### src/verilog/vid_pkg.sv
// vid_pkg: constants, register map and types of the vectored interrupt dispatch block
// assumes a 100 MHz core clock, AXI4-Lite register access and a byte-wide program memory port
`default_nettype none
package vid_pkg;
  localparam int unsigned NUM_RANKS = 16;
  localparam int unsigned PC_W = 15;
  localparam logic [7:0] SLOT_BASE = 8'he0;
  localparam logic [7:0] SLOT_TRAP = 8'hfe;
  localparam logic [7:0] SLOT_LO_STEP = 8'h01;
  localparam int unsigned RANK_TRAP = 15;
  // maskable ranks: external, timers, serial, usart, port edge; reserved ranks 14 and 8 never fire
  localparam logic [15:0] SRC_VALID = 16'h3efe;
  // register map, byte addresses
  localparam int unsigned ADDR_W = 8;
  localparam logic [7:0] REG_ENABLE = 8'h00;
  localparam logic [7:0] REG_STATUS = 8'h04;
  localparam logic [7:0] REG_MASK = 8'h08;
  localparam logic [7:0] REG_RESULT = 8'h0c;
  localparam logic [15:0] ENABLE_RST = 16'h0000;
  localparam logic [2:0] STATUS_RST = 3'h0;
  localparam logic [2:0] MASK_RST = 3'h0;
  // status / mask fields
  localparam int unsigned EV_W = 3;
  localparam int unsigned EV_DONE = 0;
  localparam int unsigned EV_DEFAULT = 1;
  localparam int unsigned EV_TRAP = 2;
  // result register fields
  localparam int unsigned RES_TRAP_BIT = 31;
  localparam int unsigned RES_SLOT_LSB = 16;
  localparam logic [1:0] RESP_OKAY = 2'h0;
  localparam logic [1:0] RESP_DECERR = 2'h3;
  typedef enum logic [1:0] {ST_IDLE, ST_HI, ST_LO, ST_LOAD} vid_state_t;
endpackage
`default_nettype wire

### src/verilog/vid_arb_if.sv
// vid_arb_if: active rank lines and arbitration result between the sequencer and the encoder
// assumes both ends share one clock domain; the encoder is purely combinational
`timescale 1ns/100ps
`default_nettype none
interface vid_arb_if;
  logic [15:0] active;
  logic [3:0] win_idx;
  logic [7:0] slot;
  modport arb (input active, output win_idx, output slot);
  modport core (output active, input win_idx, input slot);
endinterface
`default_nettype wire

### src/verilog/vid_arbiter.sv
// vid_arbiter: fixed-priority encoder over sixteen rank lines forming the vector slot byte
// assumes rank 0 (default) is always driven high by the caller, so a winner always exists
`timescale 1ns/100ps
`default_nettype none
module vid_arbiter
  import vid_pkg::*;
(
  vid_arb_if.arb arb
);
  function automatic logic [3:0] top_index(input logic [15:0] lines);
    logic [3:0] idx;
    idx = 4'h0;
    for (int i = 0; i < NUM_RANKS; i++) begin
      if (lines[i]) begin
        idx = 4'(i);
      end
    end
    return idx;
  endfunction

  assign arb.win_idx = top_index(arb.active);
  assign arb.slot = SLOT_BASE + {3'h0, arb.win_idx, 1'b0};
endmodule
`default_nettype wire

### src/verilog/vid_dispatch.sv
// vid_dispatch: vectored dispatch sequencer with trap pending flag and AXI4-Lite registers
// assumes pending and control pulses come from core logic on aclk; program memory answers
// a held read with a one-cycle ack, and a new address under a held read starts a new read
`timescale 1ns/100ps
`default_nettype none
module vid_dispatch
  import vid_pkg::*;
(
  input wire logic aclk,
  input wire logic aresetn,
  input wire logic ce,
  input wire logic [ADDR_W-1:0] s_axi_awaddr,
  input wire logic s_axi_awvalid,
  output logic s_axi_awready,
  input wire logic [31:0] s_axi_wdata,
  input wire logic [3:0] s_axi_wstrb,
  input wire logic s_axi_wvalid,
  output logic s_axi_wready,
  output logic [1:0] s_axi_bresp,
  output logic s_axi_bvalid,
  input wire logic s_axi_bready,
  input wire logic [ADDR_W-1:0] s_axi_araddr,
  input wire logic s_axi_arvalid,
  output logic s_axi_arready,
  output logic [31:0] s_axi_rdata,
  output logic [1:0] s_axi_rresp,
  output logic s_axi_rvalid,
  input wire logic s_axi_rready,
  input wire logic [15:0] src_pending,
  input wire logic trap_opcode,
  input wire logic clear_trap_pending_instruction,
  input wire logic vector_dispatch_instruction,
  input wire logic [PC_W-1:0] pc_advanced,
  output logic mem_rd,
  output logic [PC_W-1:0] mem_addr,
  input wire logic mem_ack,
  input wire logic [7:0] mem_data,
  output logic pc_load,
  output logic [PC_W-1:0] pc_value,
  output logic dispatch_busy,
  output logic trap_pending_flag,
  output logic irq
);
  vid_arb_if arb_bus ();
  vid_arbiter u_arb (.arb(arb_bus.arb));

  vid_state_t state;
  vid_state_t next_state;
  logic [15:0] src_enable;
  logic [EV_W-1:0] status;
  logic [EV_W-1:0] irq_mask;
  logic [7:0] last_slot;
  logic [PC_W-1:0] last_vector;
  logic [6:0] vec_hi;
  logic [ADDR_W-1:0] aw_addr;
  logic [31:0] w_data;
  logic [3:0] w_strb;

  // decode shared by the write and read paths; 4'h0 means unmapped
  function automatic logic [3:0] reg_sel(input logic [ADDR_W-1:0] a);
    return {a == REG_RESULT, a == REG_MASK, a == REG_STATUS, a == REG_ENABLE};
  endfunction

  // arbitration inputs: trap on top, maskable lines gated, default always present
  wire logic [15:0] gated_src = src_pending & src_enable & SRC_VALID;
  wire logic [14:0] masked_mid = trap_pending_flag ? 15'h0000 : gated_src[14:0];
  assign arb_bus.active = {trap_pending_flag, masked_mid[14:1], 1'b1};

  // dispatch sequencing
  wire logic start = vector_dispatch_instruction && (state == ST_IDLE);
  wire logic hi_done = (state == ST_HI) && mem_ack;
  wire logic lo_done = (state == ST_LO) && mem_ack;
  // upper byte from the counter already past the opcode gives next-block placement at offset ff
  wire logic [PC_W-1:0] slot_addr = {pc_advanced[PC_W-1:8], arb_bus.slot};
  // slot byte is even and at most fe, so the low-byte step never carries into the block
  wire logic [PC_W-1:0] lo_addr = {mem_addr[PC_W-1:8], mem_addr[7:0] | SLOT_LO_STEP};
  wire logic [PC_W-1:0] vector = {vec_hi, mem_data};

  always_comb begin
    next_state = state;
    unique case (state)
      ST_IDLE: if (start) next_state = ST_HI;
      ST_HI: if (mem_ack) next_state = ST_LO;
      ST_LO: if (mem_ack) next_state = ST_LOAD;
      ST_LOAD: next_state = ST_IDLE;
    endcase
  end

  always_ff @(posedge aclk) begin
    if (!aresetn) begin
      state <= ST_IDLE;
      dispatch_busy <= 1'b0;
      mem_rd <= 1'b0;
    end else if (ce) begin
      state <= next_state;
      dispatch_busy <= (next_state != ST_IDLE);
      mem_rd <= (next_state == ST_HI) || (next_state == ST_LO);
    end
  end

  always_ff @(posedge aclk) begin
    if (!aresetn) begin
      mem_addr <= '0;
      last_slot <= SLOT_BASE;
      vec_hi <= '0;
    end else if (ce) begin
      if (start) begin
        mem_addr <= slot_addr;
        last_slot <= arb_bus.slot;
      end else if (hi_done) begin
        mem_addr <= lo_addr;
        vec_hi <= mem_data[6:0];
      end
    end
  end

  always_ff @(posedge aclk) begin
    if (!aresetn) begin
      pc_load <= 1'b0;
      pc_value <= '0;
      last_vector <= '0;
    end else if (ce) begin
      pc_load <= lo_done;
      if (lo_done) begin
        pc_value <= vector;
        last_vector <= vector;
      end
    end
  end

  // set wins: a trap fetched in the clearing cycle must not be lost
  wire logic next_trap = trap_opcode || (trap_pending_flag && !clear_trap_pending_instruction);
  always_ff @(posedge aclk) begin
    if (!aresetn) begin
      trap_pending_flag <= 1'b0;
    end else if (ce) begin
      trap_pending_flag <= next_trap;
    end
  end

  // register bus: address and data taken in either order, response once both are held
  wire logic aw_hs = s_axi_awvalid && s_axi_awready;
  wire logic w_hs = s_axi_wvalid && s_axi_wready;
  wire logic wr_go = !s_axi_awready && !s_axi_wready && !s_axi_bvalid;
  wire logic b_hs = s_axi_bvalid && s_axi_bready;
  wire logic ar_hs = s_axi_arvalid && s_axi_arready;
  wire logic r_hs = s_axi_rvalid && s_axi_rready;
  wire logic [3:0] wr_sel = reg_sel(aw_addr);
  wire logic [3:0] rd_sel = reg_sel(s_axi_araddr);

  always_ff @(posedge aclk) begin
    if (!aresetn) begin
      s_axi_awready <= 1'b1;
      s_axi_wready <= 1'b1;
      s_axi_bvalid <= 1'b0;
      s_axi_bresp <= RESP_OKAY;
    end else if (ce) begin
      if (aw_hs) s_axi_awready <= 1'b0;
      else if (b_hs) s_axi_awready <= 1'b1;
      if (w_hs) s_axi_wready <= 1'b0;
      else if (b_hs) s_axi_wready <= 1'b1;
      if (wr_go) begin
        s_axi_bvalid <= 1'b1;
        s_axi_bresp <= (wr_sel == 4'h0) ? RESP_DECERR : RESP_OKAY;
      end else if (b_hs) begin
        s_axi_bvalid <= 1'b0;
      end
    end
  end

  always_ff @(posedge aclk) begin
    if (!aresetn) begin
      aw_addr <= '0;
      w_data <= '0;
      w_strb <= '0;
    end else if (ce) begin
      if (aw_hs) aw_addr <= s_axi_awaddr;
      if (w_hs) begin
        w_data <= s_axi_wdata;
        w_strb <= s_axi_wstrb;
      end
    end
  end

  // register writes; status clears by writing ones, hardware events win over the clear
  wire logic wr_en = wr_go && wr_sel[0];
  wire logic [15:0] en_strb = {{8{w_strb[1]}}, {8{w_strb[0]}}};
  wire logic [15:0] next_enable = wr_en ? ((src_enable & ~en_strb) | (w_data[15:0] & en_strb)) & SRC_VALID
                                        : src_enable;
  wire logic [EV_W-1:0] ev = {trap_opcode, start && (arb_bus.win_idx == 4'h0), lo_done};
  wire logic [EV_W-1:0] st_clr = (wr_go && wr_sel[1] && w_strb[0]) ? w_data[EV_W-1:0] : '0;
  wire logic [EV_W-1:0] next_status = (status & ~st_clr) | ev;
  wire logic mask_wr = wr_go && wr_sel[2] && w_strb[0];

  always_ff @(posedge aclk) begin
    if (!aresetn) begin
      src_enable <= ENABLE_RST;
      status <= STATUS_RST;
      irq_mask <= MASK_RST;
      irq <= 1'b0;
    end else if (ce) begin
      src_enable <= next_enable;
      status <= next_status;
      if (mask_wr) irq_mask <= w_data[EV_W-1:0];
      irq <= |(status & irq_mask);
    end
  end

  wire logic [31:0] result_word = {trap_pending_flag, 7'h00, last_slot, 1'b0, last_vector};
  wire logic [31:0] rd_mux = ({32{rd_sel[0]}} & {16'h0000, src_enable}) |
                             ({32{rd_sel[1]}} & {29'h0, status}) |
                             ({32{rd_sel[2]}} & {29'h0, irq_mask}) |
                             ({32{rd_sel[3]}} & result_word);

  always_ff @(posedge aclk) begin
    if (!aresetn) begin
      s_axi_arready <= 1'b1;
      s_axi_rvalid <= 1'b0;
      s_axi_rdata <= '0;
      s_axi_rresp <= RESP_OKAY;
    end else if (ce) begin
      if (ar_hs) begin
        s_axi_arready <= 1'b0;
        s_axi_rvalid <= 1'b1;
        s_axi_rdata <= rd_mux;
        s_axi_rresp <= (rd_sel == 4'h0) ? RESP_DECERR : RESP_OKAY;
      end else if (r_hs) begin
        s_axi_rvalid <= 1'b0;
        s_axi_arready <= 1'b1;
      end
    end
  end

  // checks; all state freezes with ce low, so they sleep then as well
  wire logic higher_clear = ((arb_bus.active >> arb_bus.win_idx) >> 1) == 16'h0000;
  wire logic win_active = arb_bus.active[arb_bus.win_idx];
endmodule
`default_nettype wire

### config.mk
export PLATFORM = sky130hd
export DESIGN_NAME = vid_dispatch
export DESIGN_NICKNAME = d
export VERILOG_FILES = /design/src/verilog/vid_pkg.sv /design/src/verilog/vid_arb_if.sv /design/src/verilog/vid_arbiter.sv /design/src/verilog/vid_dispatch.sv
export SDC_FILE = /design/constraint.sdc
export NUM_CORES = 1
export LEC_CHECK = 0
export ABC_AREA = 1
export BUFFER_PORTS_ARGS = -buffer_cell sky130_fd_sc_hd__buf_2
export CAP_MARGIN = 5
export CORE_ASPECT_RATIO = 0.9
export CORE_MARGIN = 4
export CORE_UTILIZATION = 44
export CTS_CLUSTER_SIZE = 30
export DETAILED_ROUTE_END_ITERATION = 16
export HOLD_SLACK_MARGIN = 0.12
export PLACE_DENSITY_LB_ADDON = 0.1
export SYNTH_ARGS = -nofsm -noshare
export SYNTH_HDL_FRONTEND = slang
export SYNTH_SLANG_ARGS = --single-unit
### constraint.sdc
create_clock -name aclk -period 1.7 [get_ports aclk]
set_clock_uncertainty 0.15 [all_clocks]
set_input_delay 0.255 -clock aclk [delete_from_list [all_inputs] [get_ports aclk]]
set_output_delay 0.255 -clock aclk [all_outputs]
set_load 0.01 [all_outputs]
# ---- Word level (Yosys, flattened, before mapping)
# Cells that the tools add are included.
dict set report totals {
  elab_cells 138
  register_bits 135
  inputBits 103
}
dict set report op_classes {
  mux 34
  bitwise_logic 17
  eq_ne 11
  add_sub_neg 1
  reduce_logical 50
}
# op n
set op_table {}
lappend op_table {{bitwise OR 32 bit} 3}
lappend op_table {{AND 32 x 3 -> 32 bit} 2}
lappend op_table {{AND 14 bit} 3}
lappend op_table {{AND 32 x 14 -> 32 bit} 1}
lappend op_table {{AND 32 bit} 1}
lappend op_table {{equality test 8 x 4 -> 1 bit (second input constant)} 4}
lappend op_table {{two-way mux 4 bit} 8}
lappend op_table {{AND reduction 2 bit} 13}
lappend op_table {{logical AND 1 bit} 17}
lappend op_table {{equality test 8 x 3 -> 1 bit (second input constant)} 2}
lappend op_table {{logical NOT 8 bit} 2}
lappend op_table {{two-way mux 15 bit} 1}
lappend op_table {{two-way mux 3 bit} 5}
lappend op_table {{two-way mux 14 bit} 1}
lappend op_table {{two-way mux 2 bit} 7}
lappend op_table {{inverter 14 bit} 1}
lappend op_table {{bitwise OR 14 bit} 1}
lappend op_table {{logical NOT 4 bit} 3}
lappend op_table {{nonzero test 2 bit} 6}
lappend op_table {{two-way mux 1 bit} 11}
lappend op_table {{one-hot mux 2 bit (4 select lines)} 1}
lappend op_table {{adder 6 x 6 -> 7 bit (first input constant)} 1}
lappend op_table {{AND 3 bit} 2}
lappend op_table {{equality test 2 bit (second input constant)} 3}
lappend op_table {{9 further kinds} 14}

# ---- Depth between registers and ports, before layout
dict set report depth {
  word_depth 20
  ltp_mapped 15
  depth_no_buf 14
}

# ---- Hierarchy
# A second synthesis with hierarchy kept.
dict set report hier_totals {
  cells_unflattened 737
  hier_area_um2 5248.8
}
# mod area_per_inst_um2 cells_per_inst instances
set modules_own_cells {}
lappend modules_own_cells {vid_dispatch 5013.6 686 1}
lappend modules_own_cells {vid_arbiter 235.2 51 1}

# ---- Worst setup path before layout
# OpenSTA, ideal clock, no wires.
dict set report synth_timing {
  path_type {reg-to-reg}
  startpoint {register state[0]}
  endpoint {register mem_rd}
  synth_period_minus_slack_ns 1.619
  t_arrival_ns 1.353
  setup_time_ns 0.116
  path_stages_with_launch 9
  n_path_buf 0
  required_time_ns 1.434
  slack_ns 0.081
  path_cell_list {dfxtp_1 -> inv_1 -> nor3_2 -> inv_1 -> nand2_1 -> inv_1 -> ha_1 -> nor2_1 -> nor2_1}
}
dict set report synth_between {
  elab_chain_cells 6
  elab_cells_between_ends 12
  classes_between {eq/ne: 5; mux: 4; reduce/logical: 3}
}
# element line
set synth_rtl {}
lappend synth_rtl {{from (decl)} vid_dispatch.sv:47} ;# vid_state_t state;
lappend synth_rtl {{from (signal assigned)} vid_dispatch.sv:95} ;# state <= next_state;
lappend synth_rtl {{logical NOT 2 bit} {vid_dispatch.sv:70, vid_dispatch.sv:81}}
lappend synth_rtl {{logical AND 1 bit} vid_dispatch.sv:70} ;# wire logic start = vector_dispatch_instruction && (state == ST_IDLE);
lappend synth_rtl {{two-way mux 2 bit} vid_dispatch.sv:82} ;# ST_IDLE: if (start) next_state = ST_HI;
lappend synth_rtl {{one-hot mux 2 bit (4 select lines) (*)} vid_dispatch.sv:81} ;# unique case (state)
lappend synth_rtl {{equality test 2 x 1 -> 1 bit or equality test 2 bit (tied branches)} vid_dispatch.sv:97} ;# mem_rd <= (next_state == ST_HI) || (next_state == ST_LO);
lappend synth_rtl {{logical OR 1 bit (*)} vid_dispatch.sv:97}
lappend synth_rtl {{to (signal assigned)} vid_dispatch.sv:97}
lappend synth_rtl {{to (decl)} vid_dispatch.sv:34} ;# output logic mem_rd,
# Mark *: on every way between the ends. The rest lies on a longest branch, timed or not.
# A chain may end at the register's enable or synchronous reset.

# ---- Worst setup path after layout
dict set report layout_timing {
  startpoint {input s_axi_araddr[2]}
  endpoint {register s_axi_rdata[1]}
}
dict set report layout_between {
  elab_chain_cells 5
  elab_cells_between_ends 11
  classes_between {eq/ne: 3; bitwise: 7; reduce/logical: 1}
}
# element line
set layout_rtl {}
lappend layout_rtl {{from (decl)} vid_dispatch.sv:22} ;# input wire logic [ADDR_W-1:0] s_axi_araddr,
lappend layout_rtl {{equality test 8 x 3 -> 1 bit or logical NOT 8 bit (tied branches)} vid_dispatch.sv:61} ;# return {a == REG_RESULT, a == REG_MASK, a == REG_STATUS, a == REG_ENABLE};
lappend layout_rtl {{AND 32 x 3 -> 32 bit or AND 32 x 14 -> 32 bit (tied branches)} {vid_dispatch.sv:211, vid_dispatch.sv:210}}
lappend layout_rtl {{bitwise OR 32 bit} vid_dispatch.sv:210} ;# wire logic [31:0] rd_mux = ({32{rd_sel[0]}} & {16'h0000, src_enable}) |
lappend layout_rtl {{bitwise OR 32 bit} vid_dispatch.sv:211} ;# ({32{rd_sel[1]}} & {29'h0, status}) |
lappend layout_rtl {{bitwise OR 32 bit (*)} vid_dispatch.sv:212} ;# ({32{rd_sel[2]}} & {29'h0, irq_mask}) |
lappend layout_rtl {{to (signal assigned)} vid_dispatch.sv:225} ;# s_axi_rdata <= rd_mux;
lappend layout_rtl {{to (decl)} vid_dispatch.sv:25} ;# output logic [31:0] s_axi_rdata,
# Marked as above.

==> metrics.cfg <==
[run_status]
outcome=finished clean

[global_routing]
grt_max_degree=57
grt_pass1_wl_mm=22.2
antenna_found_initial=0
grt_overflow=0
grt_pass1_vias=4629
grt_usage_pct=22.7

[synthesis]
synthDistinctLibCells=34
synth_area_leaders=dfxtp_1 49%, a21oi_1 9.0%, nand2_1 8.4%, o21ai_0 7.6%, inv_1 6.0%
yosysTopAreaCellShare_pct=48.8
ys_seq_area_share_pct=48.8
synthCells=617
avgSynthCellArea_sq_um=7.65
synth_top_area_cell=dfxtp_1
syn_area_sq_mm=0.00472
ys.flop_type=dfxtp_1
synthArstFlopShare_pct=0
ys_warn_count=0
synth-seq-cells=115
synth_edf_count=0

[sta]
fmax_ghz=0.611
setup_viol=0
hold_viol=0
slew_viol_final=0
slew_headroom_pct=66.7
grt_setup_unrepaired=true
layout_setup_ws_ns=0.0625
period_share_pct=96.3
worst_pin_slew_ns=0.499
period_minus_slack_ns=1.64

[setup_path]
cp_max_fo=3
critPathLaunchType=input pin
critical_path_arrival_ns=1.82
criticalPathCategory=input pin to flip-flop
critPathCaptureType=flip-flop
crit_required_ns=1.88

[place]
place_congestion=0.855
dpl.hpwl_mm=9.72
port_buffers=136
pre_cts_slack_ns=-0.0133

[detailed_routing]
vias=4827
via_per_inst=5.06
drt_iter0_drc=355
post_drt_wl_per_cell_microns=14.6
route.detailed.drc=0
wl_mm=13.9
drt_pass1_iterations=9
antenna_left=0

[final_layout]
fin_util_pct=65.6
multiInputGateArea_sq_mm=0.00196
layout-drive-gt1-share_pct=28.0
seqCellArea_sq_mm=0.00231
final_cell_mix=136 x buf_2, 114 x dfxtp_1, 105 x nand2_1
nets=916
area_growth_pct=43.6
fillers=884
final_common_cell=buf_2
diodes=0

[pwr]
leakagePower_nw=3.13
power.density_mw_per_mm2=1070
vdd_drop_max_uv=656

[clocking]
clock_latency_ns=0.40
clockBufferDepth=2
cts.sinks=115
cts_max_level=4
clk_pin_slew_ns=0.05
cts_tree=done
numCtsBuffers=17
clock-root-buffer=clkbuf_16

[floorplanning]
die_h_microns=106
rows=35
die_w_microns=117
coreArea_sq_mm=0.0103
io_pins=179
die_area_sq_mm=0.0124
initial_core_util_pct=45.7

[hold_path]
min_path_type=input pin to flip-flop

[flow_run]
drv_cap=0

-- cell usage after synthesis (all sizes together) (2+ instances only) --
cell    count
dfxtp     115
nand2     113
a21oi      85
inv        79
o21ai      72
nor2       37
nand3      35
buf        24
clkbuf     19
nor3        7
o221ai      6
a31oi       4
nand4       4
o211ai      3
o31ai       3
a211oi      2
nor4        2
-- logic make-up after synthesis --
group,Yosys count,share of synthesized area (%)
buf+inv,123,11.5
flops,115,48.8
simple gates,200,19.2
other cells,1,0.0795
compound gates,177,20.2
fa+ha+maj,1,0.265
-- worst max-delay path, stage by stage --
cell,delay [ns]
buf_2,0.11
dlygate4sd3_1,0.58
nor4_4,0.36
inv_1,0.15
o21ai_1,0.15
a21oi_1,0.07
a21oi_1,0.14
-- final timing paths --
path                           from             end  slack [ns]  cells past startpoint
setup / recovery    s_axi_araddr[2]  s_axi_rdata[1]        0.06                      7
hold / removal      s_axi_araddr[3]  s_axi_rdata[2]        0.10                      4
setup reg to reg  trap_pending_flag       status[1]        0.06                     11
hold reg to reg          w_data[12]      w_data[12]        0.30                      2
-- timing repair --
item	4_1_cts	5_1_grt
gates resized for setup	0	24
endpoints found under the setup margin	0	47
buffers inserted	0	2
endpoints found under the hold margin	52	0
hold buffers	45	0
-- layout make-up --
| cell class | instances | area share, % |
|---|---|---|
| Multi-Input combinational cell | 387 | 28.9 |
| Timing Repair Buffer | 211 | 20.8 |
| Clock buffer | 17 | 6.28 |
| Tap cell | 129 | 2.38 |
| Clock inverter | 15 | 3.05 |
| Inverter | 80 | 4.60 |
| Sequential cell | 115 | 34.0 |
-- where the power goes --
part	internal, mW	switching, mW
clock network	2.47	1.30
registers	2.79	0.0545
logic	0.292	0.346
total	5.55	1.70
-- per-layer routing --
metal / vias to the layer above / track usage, % / share of wire, %
li1: 2408 / - / -
met1: 2231 / 29.3 / 44
met2: 166 / 36.2 / 48
met3: 22 / 6.94 / 6.7
met4: 0 / 6.72 / 1.6
met5: - / 0 / 0
-- stage by stage --
stage          std cells  hold slack [ns]  area [sq um]   TNS, ns  total power [mW]
2_1_floorplan        625            0.240          4750         0              3.20
3_3_place_gp         875            0.284          5620  -0.00826              3.43
3_5_place_dp         875            0.289          5620   -0.0250              3.44
4_1_cts              952           0.0869          6700         0              7.29
5_1_grt              954            0.121          6780    -0.178              7.52
6_report             954            0.105          6780         0              7.25
No activity file was read; power rests on OpenSTA's default activity.
